### src/verilog/pbu_pkg.sv
/*
  pbu_pkg: register indices, field positions, reset values and pin-function
  encodings for the port-B uart pin routing block.
  assumes: apb with 32-bit data, one register per aligned word, byte address
  equal to four times the register index.
*/
package pbu_pkg;

  // register indices; byte address is four times the index
  localparam logic [15:0] PBU_IDX_OUTPUT_DATA = 16'hF258;
  localparam logic [15:0] PBU_IDX_DIRECTION = 16'hF259;
  localparam logic [15:0] PBU_IDX_DRIVE_LOW = 16'hF25A;
  localparam logic [15:0] PBU_IDX_DRIVE_HIGH = 16'hF25B;
  localparam logic [15:0] PBU_IDX_FUNC_LOW = 16'hF25C;
  localparam logic [15:0] PBU_IDX_FUNC_HIGH = 16'hF25D;
  localparam logic [15:0] PBU_IDX_UART0_MODE0 = 16'hF25E;
  localparam logic [15:0] PBU_IDX_PIN_LEVEL = 16'hF25F;

  // bus geometry
  localparam int PBU_ADDR_W = 20;
  localparam int PBU_DATA_W = 32;
  localparam int PBU_PORT_W = 8;

  // reset values
  localparam logic [7:0] PBU_RST_OUTPUT_DATA = 8'h00;
  localparam logic [7:0] PBU_RST_DIRECTION = 8'h00;
  localparam logic [7:0] PBU_RST_DRIVE = 8'h00;
  localparam logic [7:0] PBU_RST_FUNC = 8'h00;
  localparam logic [7:0] PBU_RST_UART0_MODE0 = 8'h00;

  // field positions
  localparam int PBU_RX0_SEL_BIT = 4;

  // pin numbers used by the uart functions
  localparam int PBU_PIN_RX0_DEFAULT = 0;
  localparam int PBU_PIN_TX_A = 1;
  localparam int PBU_PIN_RX1 = 2;
  localparam int PBU_PIN_TX1_TERT = 3;
  localparam int PBU_PIN_TX0_TERT = 4;
  localparam int PBU_PIN_RX0_ALT = 5;

  // function mode {upper, lower}
  localparam logic [1:0] PBU_FN_PRIMARY = 2'h0;
  localparam logic [1:0] PBU_FN_SECONDARY = 2'h1;
  localparam logic [1:0] PBU_FN_TERTIARY = 2'h2;
  localparam logic [1:0] PBU_FN_FOURTH = 2'h3;

  // drive control {upper, lower} while direction is output
  localparam logic [1:0] PBU_DRV_HIZ = 2'h0;
  localparam logic [1:0] PBU_DRV_PCH_OPEN = 2'h1;
  localparam logic [1:0] PBU_DRV_NCH_OPEN = 2'h2;
  localparam logic [1:0] PBU_DRV_CMOS = 2'h3;

  // bus answer phases
  typedef enum logic [0:0] {
    PBU_BUS_IDLE = 1'b0,
    PBU_BUS_ANSWER = 1'b1
  } pbu_bus_e;

endpackage : pbu_pkg

### src/verilog/pbu_pin_cell.sv
/*
  pbu_pin_cell: one port pin. registers the output value and output enable,
  and brings the pin level into the clock domain through three flip-flops.
  assumes: drive inputs come from logic on sys_clk; pin_in is asynchronous.
*/
`timescale 1ns/100ps
`default_nettype none

module pbu_pin_cell (
  // clock, reset, enable
  input wire logic sys_clk,
  input wire logic sys_rst,
  input wire logic clk_en,
  // drive request from the routing logic
  input wire logic drive_en,
  input wire logic drive_val,
  // pad side
  input wire logic pin_in,
  output logic pin_out,
  output logic pin_oe,
  // filtered level
  output logic pin_level
);

  logic sync_a;
  logic sync_b;
  logic sync_c;
  logic next_sync_a;
  logic next_sync_b;
  logic next_sync_c;
  logic next_pin_out;
  logic next_pin_oe;
  logic next_pin_level;

  always_comb begin
    next_sync_a = pin_in;
    next_sync_b = sync_a;
    next_sync_c = sync_b;
    next_pin_out = drive_val;
    next_pin_oe = drive_en;
    // a change counts only once the later two stages agree
    next_pin_level = (sync_b == sync_c) ? sync_c : pin_level;
  end

  always_ff @(posedge sys_clk) begin
    if (sys_rst) begin
      sync_a <= 1'b0;
      sync_b <= 1'b0;
      sync_c <= 1'b0;
      pin_out <= 1'b0;
      pin_oe <= 1'b0;
      pin_level <= 1'b0;
    end else if (clk_en) begin
      sync_a <= next_sync_a;
      sync_b <= next_sync_b;
      sync_c <= next_sync_c;
      pin_out <= next_pin_out;
      pin_oe <= next_pin_oe;
      pin_level <= next_pin_level;
    end
  end

endmodule : pbu_pin_cell

`default_nettype wire

### src/verilog/pbu_pin_routing.sv
/*
  pbu_pin_routing: port-B register file on apb and the routing of the two
  uart channels onto the eight port pins.
  assumes: uart transmit levels come from logic on sys_clk; pads resolve the
  wire from pin_out and pin_oe; the apb master holds a request until pready.
*/
// Added by the designer: the APB slave port.
// Function
// - pin 4 in tertiary mode carries the channel 0 transmit output.
// - pin 3 in tertiary mode carries the channel 1 transmit output.
// - pin 1 in fourth mode carries the channel 1 transmit output.
// - pin 5 in primary mode can be used as the channel 0 receive input.
// - pin 2 in primary mode serves as the channel 1 receive input.
// - an output pin with both drive bits set is driven push-pull.
// - a pin with its direction bit set is an input and is not driven.
// - output-data bits of uart pins have no effect on uart traffic.
// - bit 4 of the channel 0 mode register picks pin 0 (reset) or pin 5 for receive.
// - with that bit at 0 receive comes from pin 0 whatever pin 5's setup.
`timescale 1ns/100ps
`default_nettype none

module pbu_pin_routing (
  // clock, reset, enable
  input wire logic sys_clk,
  input wire logic sys_rst,
  input wire logic clk_en,
  // apb slave
  input wire logic psel,
  input wire logic penable,
  input wire logic pwrite,
  input wire logic [pbu_pkg::PBU_ADDR_W-1:0] paddr,
  input wire logic [pbu_pkg::PBU_DATA_W-1:0] pwdata,
  input wire logic [3:0] pstrb,
  output logic [pbu_pkg::PBU_DATA_W-1:0] prdata,
  output logic pready,
  output logic pslverr,
  // uart engines
  input wire logic uart0_transmit_out,
  input wire logic uart1_transmit_out,
  output logic uart0_receive_in,
  output logic uart1_receive_in,
  // port pins
  input wire logic [pbu_pkg::PBU_PORT_W-1:0] port_pin_in,
  output logic [pbu_pkg::PBU_PORT_W-1:0] port_pin_out,
  output logic [pbu_pkg::PBU_PORT_W-1:0] port_pin_oe
);
  import pbu_pkg::*;

  // registers
  logic [7:0] port_output_data;
  logic [7:0] port_direction;
  logic [7:0] port_drive_control_low;
  logic [7:0] port_drive_control_high;
  logic [7:0] port_function_select_low;
  logic [7:0] port_function_select_high;
  logic [7:0] uart0_mode_register0;
  logic [7:0] next_port_output_data;
  logic [7:0] next_port_direction;
  logic [7:0] next_port_drive_control_low;
  logic [7:0] next_port_drive_control_high;
  logic [7:0] next_port_function_select_low;
  logic [7:0] next_port_function_select_high;
  logic [7:0] next_uart0_mode_register0;

  // bus state
  pbu_bus_e bus_state;
  pbu_bus_e next_bus_state;
  logic [PBU_DATA_W-1:0] next_prdata;
  logic next_pready;
  logic next_pslverr;

  // address decode
  logic [PBU_ADDR_W-3:0] reg_index;
  logic addr_aligned;
  logic hit_output_data;
  logic hit_direction;
  logic hit_drive_low;
  logic hit_drive_high;
  logic hit_func_low;
  logic hit_func_high;
  logic hit_uart0_mode0;
  logic hit_pin_level;
  logic hit_any;
  logic write_fire;
  logic [7:0] read_byte;

  // pin routing
  logic [PBU_PORT_W-1:0] pin_level;
  logic [PBU_PORT_W-1:0] drive_en;
  logic [PBU_PORT_W-1:0] drive_val;
  logic [PBU_PORT_W-1:0] uart_tx_sel;
  logic [PBU_PORT_W-1:0] uart_tx_val;
  logic next_uart0_receive_in;
  logic next_uart1_receive_in;

  // decode only word-aligned addresses; byte address is index times four
  always_comb begin
    reg_index = paddr[PBU_ADDR_W-1:2];
    addr_aligned = (paddr[1:0] == 2'h0);
    hit_output_data = addr_aligned && (reg_index == 18'(PBU_IDX_OUTPUT_DATA));
    hit_direction = addr_aligned && (reg_index == 18'(PBU_IDX_DIRECTION));
    hit_drive_low = addr_aligned && (reg_index == 18'(PBU_IDX_DRIVE_LOW));
    hit_drive_high = addr_aligned && (reg_index == 18'(PBU_IDX_DRIVE_HIGH));
    hit_func_low = addr_aligned && (reg_index == 18'(PBU_IDX_FUNC_LOW));
    hit_func_high = addr_aligned && (reg_index == 18'(PBU_IDX_FUNC_HIGH));
    hit_uart0_mode0 = addr_aligned && (reg_index == 18'(PBU_IDX_UART0_MODE0));
    hit_pin_level = addr_aligned && (reg_index == 18'(PBU_IDX_PIN_LEVEL));
    hit_any = hit_output_data || hit_direction || hit_drive_low || hit_drive_high
      || hit_func_low || hit_func_high || hit_uart0_mode0 || hit_pin_level;
  end

  // read mux; the level register shows the filtered pin levels
  always_comb begin
    read_byte = 8'h00;
    if (hit_output_data) begin
      read_byte = port_output_data;
    end else if (hit_direction) begin
      read_byte = port_direction;
    end else if (hit_drive_low) begin
      read_byte = port_drive_control_low;
    end else if (hit_drive_high) begin
      read_byte = port_drive_control_high;
    end else if (hit_func_low) begin
      read_byte = port_function_select_low;
    end else if (hit_func_high) begin
      read_byte = port_function_select_high;
    end else if (hit_uart0_mode0) begin
      read_byte = uart0_mode_register0;
    end else if (hit_pin_level) begin
      read_byte = pin_level;
    end
  end

  // no wait state: pready rises in the first access cycle, from a flop
  always_comb begin
    next_bus_state = bus_state;
    next_pready = 1'b0;
    next_pslverr = 1'b0;
    next_prdata = prdata;
    case (bus_state)
      PBU_BUS_IDLE: begin
        if (psel && !penable) begin
          next_bus_state = PBU_BUS_ANSWER;
          next_pready = 1'b1;
          next_pslverr = !hit_any;
          next_prdata = (!pwrite && hit_any) ? {24'h000000, read_byte} : 32'h00000000;
        end
      end
      PBU_BUS_ANSWER: begin
        next_bus_state = PBU_BUS_IDLE;
      end
      default: begin
        next_bus_state = PBU_BUS_IDLE;
      end
    endcase
  end

  // write takes effect at the edge that sees pready high
  always_comb begin
    write_fire = psel && penable && pready && pwrite && pstrb[0];
    next_port_output_data = port_output_data;
    next_port_direction = port_direction;
    next_port_drive_control_low = port_drive_control_low;
    next_port_drive_control_high = port_drive_control_high;
    next_port_function_select_low = port_function_select_low;
    next_port_function_select_high = port_function_select_high;
    next_uart0_mode_register0 = uart0_mode_register0;
    if (write_fire) begin
      if (hit_output_data) begin
        next_port_output_data = pwdata[7:0];
      end
      if (hit_direction) begin
        next_port_direction = pwdata[7:0];
      end
      if (hit_drive_low) begin
        next_port_drive_control_low = pwdata[7:0];
      end
      if (hit_drive_high) begin
        next_port_drive_control_high = pwdata[7:0];
      end
      if (hit_func_low) begin
        next_port_function_select_low = pwdata[7:0];
      end
      if (hit_func_high) begin
        next_port_function_select_high = pwdata[7:0];
      end
      if (hit_uart0_mode0) begin
        next_uart0_mode_register0 = pwdata[7:0];
      end
    end
  end

  always_ff @(posedge sys_clk) begin
    if (sys_rst) begin
      bus_state <= PBU_BUS_IDLE;
      prdata <= 32'h00000000;
      pready <= 1'b0;
      pslverr <= 1'b0;
      port_output_data <= PBU_RST_OUTPUT_DATA;
      port_direction <= PBU_RST_DIRECTION;
      port_drive_control_low <= PBU_RST_DRIVE;
      port_drive_control_high <= PBU_RST_DRIVE;
      port_function_select_low <= PBU_RST_FUNC;
      port_function_select_high <= PBU_RST_FUNC;
      uart0_mode_register0 <= PBU_RST_UART0_MODE0;
    end else if (clk_en) begin
      bus_state <= next_bus_state;
      prdata <= next_prdata;
      pready <= next_pready;
      pslverr <= next_pslverr;
      port_output_data <= next_port_output_data;
      port_direction <= next_port_direction;
      port_drive_control_low <= next_port_drive_control_low;
      port_drive_control_high <= next_port_drive_control_high;
      port_function_select_low <= next_port_function_select_low;
      port_function_select_high <= next_port_function_select_high;
      uart0_mode_register0 <= next_uart0_mode_register0;
    end
  end

  // transmit routing per pin from its two function bits
  always_comb begin
    uart_tx_sel = '0;
    uart_tx_val = '0;
    for (int i = 0; i < PBU_PORT_W; i++) begin
      case ({port_function_select_high[i], port_function_select_low[i]})
        PBU_FN_TERTIARY: begin
          if (i == PBU_PIN_TX0_TERT || i == PBU_PIN_TX_A) begin
            uart_tx_sel[i] = 1'b1;
            uart_tx_val[i] = uart0_transmit_out;
          end else if (i == PBU_PIN_TX1_TERT) begin
            uart_tx_sel[i] = 1'b1;
            uart_tx_val[i] = uart1_transmit_out;
          end
        end
        PBU_FN_FOURTH: begin
          if (i == PBU_PIN_TX_A || i == PBU_PIN_TX0_TERT) begin
            uart_tx_sel[i] = 1'b1;
            uart_tx_val[i] = uart1_transmit_out;
          end
        end
        default: begin
          // primary and secondary: plain port control
          uart_tx_sel[i] = 1'b0;
        end
      endcase
    end
  end

  // driver modes; open-drain modes drive only one level
  always_comb begin
    drive_en = '0;
    drive_val = '0;
    for (int i = 0; i < PBU_PORT_W; i++) begin
      // uart pins ignore the stored output bit
      drive_val[i] = uart_tx_sel[i] ? uart_tx_val[i] : port_output_data[i];
      if (port_direction[i]) begin
        drive_en[i] = 1'b0;
      end else begin
        case ({port_drive_control_high[i], port_drive_control_low[i]})
          PBU_DRV_CMOS: drive_en[i] = 1'b1;
          PBU_DRV_NCH_OPEN: drive_en[i] = !drive_val[i];
          PBU_DRV_PCH_OPEN: drive_en[i] = drive_val[i];
          PBU_DRV_HIZ: drive_en[i] = 1'b0;
          default: drive_en[i] = 1'b0;
        endcase
      end
    end
  end

  for (genvar g = 0; g < PBU_PORT_W; g++) begin : g_pin
    pbu_pin_cell u_cell (
      .sys_clk(sys_clk),
      .sys_rst(sys_rst),
      .clk_en(clk_en),
      .drive_en(drive_en[g]),
      .drive_val(drive_val[g]),
      .pin_in(port_pin_in[g]),
      .pin_out(port_pin_out[g]),
      .pin_oe(port_pin_oe[g]),
      .pin_level(pin_level[g])
    );
  end

  // receive taken from the filtered level whatever the pin mode, so a
  // misconfigured pin still shows its level rather than a stuck value
  always_comb begin
    if (uart0_mode_register0[PBU_RX0_SEL_BIT]) begin
      next_uart0_receive_in = pin_level[PBU_PIN_RX0_ALT];
    end else begin
      next_uart0_receive_in = pin_level[PBU_PIN_RX0_DEFAULT];
    end
    next_uart1_receive_in = pin_level[PBU_PIN_RX1];
  end

  always_ff @(posedge sys_clk) begin
    if (sys_rst) begin
      uart0_receive_in <= 1'b0;
      uart1_receive_in <= 1'b0;
    end else if (clk_en) begin
      uart0_receive_in <= next_uart0_receive_in;
      uart1_receive_in <= next_uart1_receive_in;
    end
  end

endmodule : pbu_pin_routing

`default_nettype wire

### config.mk
export PLATFORM = sky130hd
export DESIGN_NAME = pbu_pin_routing
export DESIGN_NICKNAME = d
export VERILOG_FILES = /design/src/verilog/pbu_pkg.sv /design/src/verilog/pbu_pin_cell.sv /design/src/verilog/pbu_pin_routing.sv
export SDC_FILE = /design/constraint.sdc
export NUM_CORES = 1
export LEC_CHECK = 0
export ABC_AREA = 1
export BUFFER_PORTS_ARGS = -buffer_cell sky130_fd_sc_hd__buf_2
export CORE_AREA = 2 2 124 126
export CTS_BUF_LIST = sky130_fd_sc_hd__clkbuf_8
export DETAILED_ROUTE_END_ITERATION = 16
export DIE_AREA = 0 0 126 128
export GPL_TIMING_DRIVEN = 1
export PLACE_DENSITY_LB_ADDON = 0.05
export SETUP_SLACK_MARGIN = 0.15
export SLEW_MARGIN = 20
export SYNTH_ARGS = -nofsm -noshare
export SYNTH_HDL_FRONTEND = slang
export SYNTH_SLANG_ARGS = --single-unit
export TNS_END_PERCENT = 50
### constraint.sdc
create_clock -name sys_clk -period 4.7 [get_ports sys_clk]
set_input_delay 0.94 -clock sys_clk [delete_from_list [all_inputs] [get_ports sys_clk]]
set_output_delay 0.94 -clock sys_clk [all_outputs]
set_load 0.02 [all_outputs]
==> key figures, run 1 <==
Run status
  • Status: finished clean

Routing
  • Routed WL per cell: 15.5 µm
  • DR pass1 iterations: 7
  • DR vias/cell: 5.02
  • Drt total wl: 15700 µm
  • # DRC: 0
  • Detail Route Antenna Nets: 0
  • Vias: 5076
  • Iteration-0 DRC count of the detailed router: 267

STA
  • Setup TNS: 0 ns
  • Relative slew slack: 42.8%
  • Post-route minimum period: 2.47 ns
  • Period utilization: 52.6%
  • Max Fclk: 405 MHz
  • Max Slew Vio Count: 0
  • Hold Vio Cnt, Final: 0
  • Clock skew: 0.0108 ns
  • Tightest Pin Transition: 0.852 ns
  • Endpoints failing setup: 0
  • Final hold slack: 0.473 ns
  • RSZ-0062 raised after global routing: no

Finish
  • Core Util, Final: 42.9%
  • Layout cells sized above 1: 18.0%
  • Area delta synth->final: 12.7%
  • Ant. Diodes: 0
  • Nets@finish: 882

CTS
  • Setup Fix Bufs, Post-CTS: 0
  • Clock tree buffer depth: 2
  • # H-tree levels: 4
  • Clk root buf: clkbuf_8
  • Post-cts resize count: 0
  • Clk pin slew, worst setup/hold paths: 0.08 ns
  • TritonCTS Buffers: 17
  • Clock sink total: 116
  • Worst skew pair latency: 0.43 ns
  • CTS tree: built
  • Hold buffers post-CTS: 0

Run
  • Max cap viols: 0

Logic synthesis
  • Post-synth EDFFs: 0
  • Synth Warn #: 0
  • Post-synth top area share: 41.0%
  • Area contributors post-synth: dfxtp_1, nand2_1, o21ai_0
  • Main combinational cell family by area after synthesis: simple AND/OR/NAND/NOR gates
  • Post-synthesis mux area share: 0%
  • Syn Area/Cell: 7.39 µm²
  • #FFs+latches synth: 116
  • Cells after synthesis: 766
  • Commonest cells post-synth: dfxtp_1, nand2_1, nor2_1
  • Adder-cell area share of the yosys netlist: 0%
  • Post-Synth Simple-Gate Area: 25.0%
  • Post-synth ARST share: 0%
  • Seq/Total Area, Yosys: 41.0%
  • Cell with the most instances after synthesis: dfxtp_1
  • Post-synthesis compound-gate area fraction: 20.8%
  • Distinct cells, synth: 33
  • Post-Syn Area: 5660 µm²
  • Post-Synth XOR/XNOR Area: 0%
  • Area leader, netlist: dfxtp_1
  • Ys flop type: dfxtp_1

Critical path
  • Reg-to-Reg Start: pready
  • CP Launch Point: paddr[13]
  • CP max stage delay: 0.36 ns
  • Crit path max fanout: 15
  • Critical path destination: prdata[6]
  • Reg-to-reg endpoint: port_function_select_high[6]
  • R2R cell count: 5
  • Crit path top cell by count: a21oi_1
  • Worst setup SP type: primary input
  • Critical Path RT: 5.06 ns
  • Crit. End Element: flip-flop
  • Crit path kind: in2reg
  • R2R Setup Slk: 2.53 ns
  • Critical path arrival: 2.83 ns
  • Slowest-stage cell, CP: nor2_4
  • Cell Chain, Critical Path: buf_2 -> nor2_1 -> nand3_1 -> nor2_4 -> nand2_4 -> a21oi_1 -> nand3_1 -> a21oi_1 -> nand2_1 -> a21oi_1

Worst hold path
  • Worst min-delay path class: reg2reg

Global routing
  • Largest net degree at the start of global routing: 59
  • GRT overflow: 0
  • Initial antenna violation count: 0
  • Global-route wire length before repair: 24900 µm
  • Total Routing Usage GR: 19.9%
  • Vias in the first global route: 4817

Die
  • Die W: 126 µm
  • Ports: 124
  • FP Rows: 45
  • Die area: 16100 µm²
  • Starting Density: 38.1%
  • Core box area: 14900 µm²
  • Die H: 128 µm

Place
  • RD Place Congestion: 0.831
  • # port buffers: 72
  • Post-DP HPWL: 11100 µm

Power and ir drop
  • Power share of the clock group: 49.6%
  • Internal cell power: 1730 µW
  • Pwr Total: 2290 µW
  • Sequential share of power: 44.2%
  • Comb pwr share: 6.2%
  • Sw power: 556 µW
  • Sw Ratio: 24.3%
  • Power Dens Cells: 359 nW/µm²
  • Leakage Power: 0.00270 µW
  • Max rail drop VDD: 0.000199 V
==> flip-flops by register name, indices dropped and copies added (netlist names) <==
register	flops
port_function_select_high	8
port_drive_control_high	8
uart1_receive_in	1
g_pin.u_cell.sync_c	8
port_function_select_low	8
port_direction	8
pready	1
g_pin.u_cell.pin_level	8
port_output_data	8
port_drive_control_low	8
g_pin.u_cell.pin_oe	8
g_pin.u_cell.pin_out	8
uart0_receive_in	1
pslverr	1
g_pin.u_cell.next_sync_b	8
prdata	8
g_pin.u_cell.next_sync_c	8
uart0_mode_register0	8
==> cell usage in the layout, fill, tap and decap left out, types with 6 or more instances in the layout <==
cell type and instances:
dfxtp_1 116, nand2_1 115, nor2_1 105, o21ai_0 85, a21oi_1 82, buf_2 72, inv_1 61, a211oi_1 29
conb_1 24, nand3_1 22, nand4_1 21, clkbuf_8 17, nor2_4 11, inv_2 7, bufinv_16 6
==> area by class of cell <==
| class | instances | area (µm²) |
|---|---|---|
| inverter | 68 | 255 |
| tap | 188 | 235 |
| timing repair buffer | 77 | 398 |
| multi-input combinational | 530 | 2680 |
| fill | 1537 | 8490 |
| sequential | 116 | 2320 |
| clock buffer | 17 | 234 |
| clock inverter | 15 | 250 |
==> metal layers <==
layer	share of wire [%]	vias to the layer above	routed length, µm	GRT usage, %
met5	0	-	0	0
li1	-	2582	-	-
met1	45	2343	7040	24.8
met3	5.2	13	818	4.76
met2	49	138	7620	34.4
met4	1.3	0	211	5.43
==> kinds of logic after synthesis <==
family,count (synthesis)
AO/OA/AOI/OAI,209
other,1
flip-flops,116
AND/OR/NAND/NOR,297
buffers and inverters,143
==> metrics by stage <==
stage | setup slack, ns | instance area [µm²] | cells
2_1_floorplan | 2.41 | 5740 | 789
3_3_place_gp | 1.84 | 5890 | 979
3_5_place_dp | 1.79 | 5890 | 979
4_1_cts | 2.25 | 6370 | 1011
5_1_grt | 2.02 | 6370 | 1011
6_report | 2.23 | 6370 | 1011
==> worst min path at each step <==
stage                                 from                endpoint  slack, ns  cells after the start
finish              g_pin[2].u_cell.sync_c  g_pin[2].u_cell.sync_c       0.47                      2
global route        g_pin[0].u_cell.sync_c  g_pin[0].u_cell.sync_c       0.50                      2
CTS                 g_pin[0].u_cell.sync_c  g_pin[0].u_cell.sync_c       0.47                      2
detailed placement               prdata[7]               prdata[7]       0.46                      2
global placement    g_pin[2].u_cell.sync_c  g_pin[2].u_cell.sync_c       0.46                      2
floorplan           g_pin[1].u_cell.pin_oe  g_pin[1].u_cell.pin_oe       0.45                      2
==> worst max-delay path, delay by kind of cell <==
family                 cells  cell delay [ns]
buffers and inverters      1             0.11
AO/OA/AOI/OAI              3             0.61
AND/OR/NAND/NOR            6             1.16
==> power by group through the flow <==
stage          registers, µW  clock network [µW]  logic (µW)
2_1_floorplan           1030                   0         114
3_3_place_gp            1030                   0         141
3_5_place_dp            1030                   0         143
4_1_cts                 1010                1150         144
5_1_grt                 1010                1200         159
6_report                1010                1130         142
Note: power is estimated with default switching activity, not from simulation.
==> run 2, diff against run 1 <==
==> constraint.sdc (replaced) <==
create_clock -name sys_clk -period 2.55 [get_ports sys_clk]
set_input_delay 0.51 -clock sys_clk [delete_from_list [all_inputs] [get_ports sys_clk]]
set_output_delay 0.51 -clock sys_clk [all_outputs]
set_load 0.02 [all_outputs]
==> key figures, run 2 (synthesis results as in run 1) <==
Run status
  • Status: finished clean

Die
  • Die area: 16100 µm² (unchanged)
  • Die W: 126 µm (unchanged)
  • Starting Density: 38.1% (unchanged)
  • Die H: 128 µm (unchanged)
  • Core box area: 14900 µm² (unchanged)
  • Ports: 124 (unchanged)
  • FP Rows: 45 (unchanged)

Worst hold path
  • Worst min-delay path class: in2reg

Run
  • Max cap viols: 0 (unchanged)

STA
  • Max Fclk: 515 MHz
  • Setup ws final: 0.606 ns (-1.62 ns)
  • Tightest Pin Transition: 0.677 ns (-0.175 ns)
  • Endpoints failing setup: 0 (unchanged)
  • Clock skew: 0.0150 ns (+0.00417 ns)
  • Setup TNS: 0 ns (unchanged)
  • Period utilization: 76.2%
  • Post-route minimum period: 1.94 ns
  • Max Slew Vio Count: 0 (unchanged)
  • Hold Vio Cnt, Final: 0 (unchanged)
  • Relative slew slack: 54.4% (+12 points)
  • RSZ-0062 raised after global routing: no
  • Final hold slack: 0.286 ns (-0.187 ns)

CTS
  • Clock sink total: 116 (unchanged)
  • Worst skew pair latency: 0.44 ns (about the same)
  • Clock tree buffer depth: 2 (unchanged)
  • CTS tree: built
  • Post-cts resize count: 0 (unchanged)
  • Clk pin slew, worst setup/hold paths: 0.07 ns (about the same)
  • # H-tree levels: 4 (unchanged)
  • Setup Fix Bufs, Post-CTS: 0 (unchanged)
  • Clk root buf: clkbuf_8
  • Hold buffers post-CTS: 0 (unchanged)
  • TritonCTS Buffers: 17 (unchanged)

Place
  • Cells after DPL: 988 (+0.92%)
  • # port buffers: 72 (unchanged)
  • Post-DP HPWL: 11200 µm (+1.7%)
  • Dpl ws: 0.152 ns (-1.63 ns)
  • RD Place Congestion: 0.857 (+3.1%)

Routing
  • Detail Route Antenna Nets: 0 (unchanged)
  • Vias: 5093 (+0.33%)
  • Drt total wl: 15700 µm (-0.13%)
  • # DRC: 0 (unchanged)
  • Iteration-0 DRC count of the detailed router: 335 (+25%)
  • DR vias/cell: 5.00 (-0.45%)
  • Routed WL per cell: 15.4 µm (-0.92%)
  • DR pass1 iterations: 5 (-2)

Finish
  • Ant. Diodes: 0 (unchanged)
  • Area delta synth->final: 12.3%
  • Layout cells sized above 1: 18.3% (+0.31 points)
  • Layout Cells excl Fill: 1019 (+0.79%)
  • Nets@finish: 891 (+1.0%)
  • Most common cell after layout, fill and taps aside: dfxtp_1
  • Most frequent cells in the layout: dfxtp_1, nand2_1, nor2_1

Power and ir drop
  • Power Dens Cells: 607 nW/µm² (+69%)
  • Pwr Total: 3850 µW (+69%)
  • Leakage Power: 0.00272 µW (+0.69%)
  • Max rail drop VDD: 0.000471 V (+140%)

Global routing
  • Total Routing Usage GR: 20.1% (+0.20 points)
  • GRT overflow: 0 (unchanged)
  • Initial antenna violation count: 0 (unchanged)
  • Largest net degree at the start of global routing: 60 (+1.7%)
  • Vias in the first global route: 4825 (+0.17%)
  • Global-route wire length before repair: 25100 µm (+0.75%)

Critical path
  • CP max stage delay: 0.34 ns (-0.02 ns)
  • Crit. End Element: flip-flop
  • Count of buffer and inverter cells on the critical path: 1 (unchanged)
  • Critical Path RT: 2.92 ns (-2.14 ns)
  • Crit path kind: in2reg
  • Crit path top cell by count: a21oi_1
  • Critical path arrival: 2.31 ns (-0.52 ns)
  • Worst setup SP type: primary input
  • Crit path max fanout: 10 (-5)
  • Cell Chain, Critical Path: buf_2 -> nor2_1 -> nand3_1 -> nor2_4 -> nand2_4 -> a21oi_1 -> nand3_1 -> a21oi_1 -> nand2_1 -> a21oi_1
  • Slowest-stage cell, CP: nand3_1
  • Critical path's top delay family: simple AND/OR/NAND/NOR gates
[run 2: cell type report]
type | count | area [µm²]
clock buffers | 18 | 248
clock inverters | 13 | 145
flip-flops and latches | 116 | 2320
well taps | 188 | 235
fillers | 1560 | 8510
inverters | 68 | 255
multi-input cells | 530 | 2680
repair buffers | 86 | 465
[run 2: path summary, 6_finish.rpt]
kind	from	to	slack [ns]	depth (start not counted)
min reg2reg	g_pin[1].u_cell.pin_oe	g_pin[1].u_cell.pin_oe	0.46	2
max reg2reg	pready	port_direction[2]	0.73	6
max	paddr[13]	prdata[6]	0.61	10
min	port_pin_in[4]	g_pin[4].u_cell.next_sync_b	0.29	3
[run 2: where the power goes]
group | switching [µW] | internal, µW
Clock | 756 | 969
Sequential | 16.9 | 1850
Combinational | 192 | 72.3
Total | 965 | 2890
[run 2: layer usage]
| layer | wire length, µm | GRT usage (%) |
|---|---|---|
| met3 | 726 | 4.80 |
| met4 | 310 | 7.37 |
| met5 | 0 | 0 |
| met2 | 7590 | 33.9 |
| met1 | 7040 | 25.0 |
[run 2: through the flow]
step	instance area [µm²]	utilization, %
floorplan	5740	-
global placement	5960	40.1
detailed placement	5960	40.1
CTS	6350	42.7
global route	6350	42.7
finish	6350	42.7
[run 2: worst reg2reg max path, cell delays in order, from the launching register on]
cell and delay [ns]:
dfxtp_1 0.36, nand4_1 0.08, or2_1 0.37, buf_4 0.26, nor2_4 0.37, nor2_1 0.08
a211oi_1 0.21
==> run 3, diff against run 2 <==
==> constraint.sdc (replaced) <==
create_clock -name sys_clk -period 1.6 [get_ports sys_clk]
set_input_delay 0.32 -clock sys_clk [delete_from_list [all_inputs] [get_ports sys_clk]]
set_output_delay 0.32 -clock sys_clk [all_outputs]
set_load 0.02 [all_outputs]
==> key figures, run 3 (synthesis results as in run 1) <==
Run status
  • Status: finished, violations left
  • Failing checks: negative setup slack

Power and ir drop
  • Sw Ratio: 25.5% (+0.40 points)
  • Sw power: 1600 µW (+65%)
  • Power Dens Cells: 822 nW/µm² (+36%)
  • Power share of the clock group: 44.4% (-0.4 points)
  • Comb pwr share: 8.2% (+1.3 points)
  • Leakage Power: 0.00321 µW (+18%)
  • Sequential share of power: 47.3% (-1.1 points)
  • Max rail drop VDD: 0.000488 V (+3.5%)
  • Internal cell power: 4670 µW (+62%)

Critical path
  • Crit path max fanout: 8 (-2)
  • Crit path top cell by count: buf_12
  • CP max stage delay: 0.34 ns (about the same)
  • CP Launch Point: pready
  • Crit. End Element: flip-flop
  • Critical path arrival: 1.92 ns (-0.39 ns)
  • Cell Chain, Critical Path: nand4_1 -> or2_1 -> buf_12 -> nor4_4 -> buf_6 -> buf_12 -> buf_16 -> a211oi_2
  • Count of buffer and inverter cells on the critical path: 4 (+3)
  • Reg-to-Reg Start: pready
  • Worst setup SP type: flip-flop
  • Crit path kind: reg2reg
  • Critical Path RT: 1.91 ns (-1.01 ns)
  • Critical path's top delay family: simple AND/OR/NAND/NOR gates
  • Slowest-stage cell, CP: dfxtp_4

Routing
  • # DRC: 0 (unchanged)
  • DR vias/cell: 5.04 (+0.85%)
  • Iteration-0 DRC count of the detailed router: 303 (-9.6%)
  • Routed WL per cell: 16.2 µm (+5.3%)
  • Vias: 5499 (+8.0%)
  • DR pass1 iterations: 4 (-1)
  • Detail Route Antenna Nets: 0 (unchanged)
  • Drt total wl: 17700 µm (+13%)

Place
  • Area post-placement: 6490 µm² (+9.0%)
  • Post-DP HPWL: 12000 µm (+6.4%)
  • Cells after DPL: 1031 (+4.4%)
  • RD Place Congestion: 0.864 (+0.85%)
  • Dpl ws: -0.352 ns (-0.504 ns)
  • # port buffers: 72 (unchanged)

STA
  • Post-route minimum period: 1.61 ns
  • Period utilization: 101%
  • Setup ws final: -0.0104 ns (-0.617 ns)
  • Max Fclk: 621 MHz
  • Endpoints failing setup: 18 (+18)
  • Clock skew: 0.00909 ns (-0.00591 ns)
  • Hold Vio Cnt, Final: 0 (unchanged)
  • RSZ-0062 raised after global routing: yes
  • Setup TNS: -0.0901 ns (-0.0901 ns)
  • Max Slew Vio Count: 0 (unchanged)

Worst hold path
  • Hold_sp: port_pin_in[6]
  • Worst min-delay path class: in2reg

Global routing
  • Global-route wire length before repair: 27300 µm (+8.5%)
  • GRT overflow: 0 (unchanged)
  • Largest net degree at the start of global routing: 60 (unchanged)
  • Vias in the first global route: 5226 (+8.3%)
  • Total Routing Usage GR: 21.9% (+1.8 points)
  • Initial antenna violation count: 0 (unchanged)

CTS
  • Worst skew pair latency: 0.45 ns (about the same)
  • Clk root buf: clkbuf_8
  • CTS tree: built
  • Clk pin slew, worst setup/hold paths: 0.07 ns (about the same)
  • Clock sink total: 116 (unchanged)
  • Clock tree buffer depth: 2 (unchanged)
  • # H-tree levels: 4 (unchanged)
  • TritonCTS Buffers: 17 (unchanged)

Finish
  • Core Util, Final: 51.3% (+8.6 points)
  • Area delta synth->final: 34.8%
  • Layout Cells excl Fill: 1091 (+7.1%)
  • Ant. Diodes: 0 (unchanged)
  • Most frequent cells in the layout: dfxtp_1, nand2_1, nor2_1
  • Post-route cell area: 7630 µm² (+20%)
  • Layout cells sized above 1: 33.7% (+15 points)
  • Most common cell after layout, fill and taps aside: dfxtp_1
  • Nets@finish: 964 (+8.2%)

Die
  • Starting Density: 38.1% (unchanged)
  • Ports: 124 (unchanged)
  • Die W: 126 µm (unchanged)
  • Die H: 128 µm (unchanged)
  • Core box area: 14900 µm² (unchanged)
  • Die area: 16100 µm² (unchanged)
  • FP Rows: 45 (unchanged)

Run
  • Max cap viols: 0 (unchanged)
-- run 3: changes by cell type in the layout (fill, tap and decap cells not counted), sizes merged --
cell | before | now
buf | 86 | 158
clkinvlp | 1 | 3
inv | 72 | 69
nor2 | 120 | 121
-- run 3: worst paths after layout --
path              depth (start not counted)                      endpoint  slack [ns]
hold reg to reg                           2        g_pin[1].u_cell.pin_oe        0.46
setup reg to reg                          8  port_function_select_high[0]       -0.01
setup / recovery                          8  port_function_select_high[0]       -0.01
hold / removal                            3   g_pin[6].u_cell.next_sync_b        0.09
-- run 3: repair_timing --
action / in CTS / in global routing
hold buffers: 0 / 0
resized for setup: 16 / 95
cloned: 5 / 0
setup endpoints to repair: 49 / 65
setup buffers: 9 / 16
pin swaps: 6 / 50
-- run 3: cell type report --
type / count / area [µm²]
clock buffer: 18 / 248
clock inverter: 12 / 158
sequential: 116 / 2330
inverter: 68 / 265
tap: 188 / 235
fill: 1486 / 7240
multi-input combinational: 531 / 3070
timing repair buffer: 158 / 1320
-- run 3: metal layers --
metal	track usage, %	vias to the layer above	routed length [µm]
met2	38.0	136	8730
met5	0	-	0
met4	8.99	0	427
met3	3.92	29	697
li1	-	2749	-
met1	26.8	2585	7800
-- run 3: worst register-to-register path: stages, from the launching register on --
cell and delay, ns:
dfxtp_4 0.34, nand4_1 0.08, or2_1 0.26, buf_12 0.15
nor4_4 0.21, buf_6 0.15, buf_12 0.10, buf_16 0.12
a211oi_2 0.06
-- run 3: metrics by stage --
step           hold slack (ns)  power [µW]
3_3_place_gp             0.453        3510
6_report                0.0928        6270
3_5_place_dp             0.455        3520
4_1_cts                 0.0687        6320
2_1_floorplan            0.446        3380
5_1_grt                 0.0847        6530
-- run 3: power by group through the flow --
stage / Combinational [µW] / Clock, µW / Sequential, µW
floorplan: 346 / 0 / 3030
global placement: 476 / 0 / 3030
detailed placement: 483 / 0 / 3030
CTS: 490 / 2860 / 2970
global route: 565 / 2990 / 2970
finish: 516 / 2790 / 2970
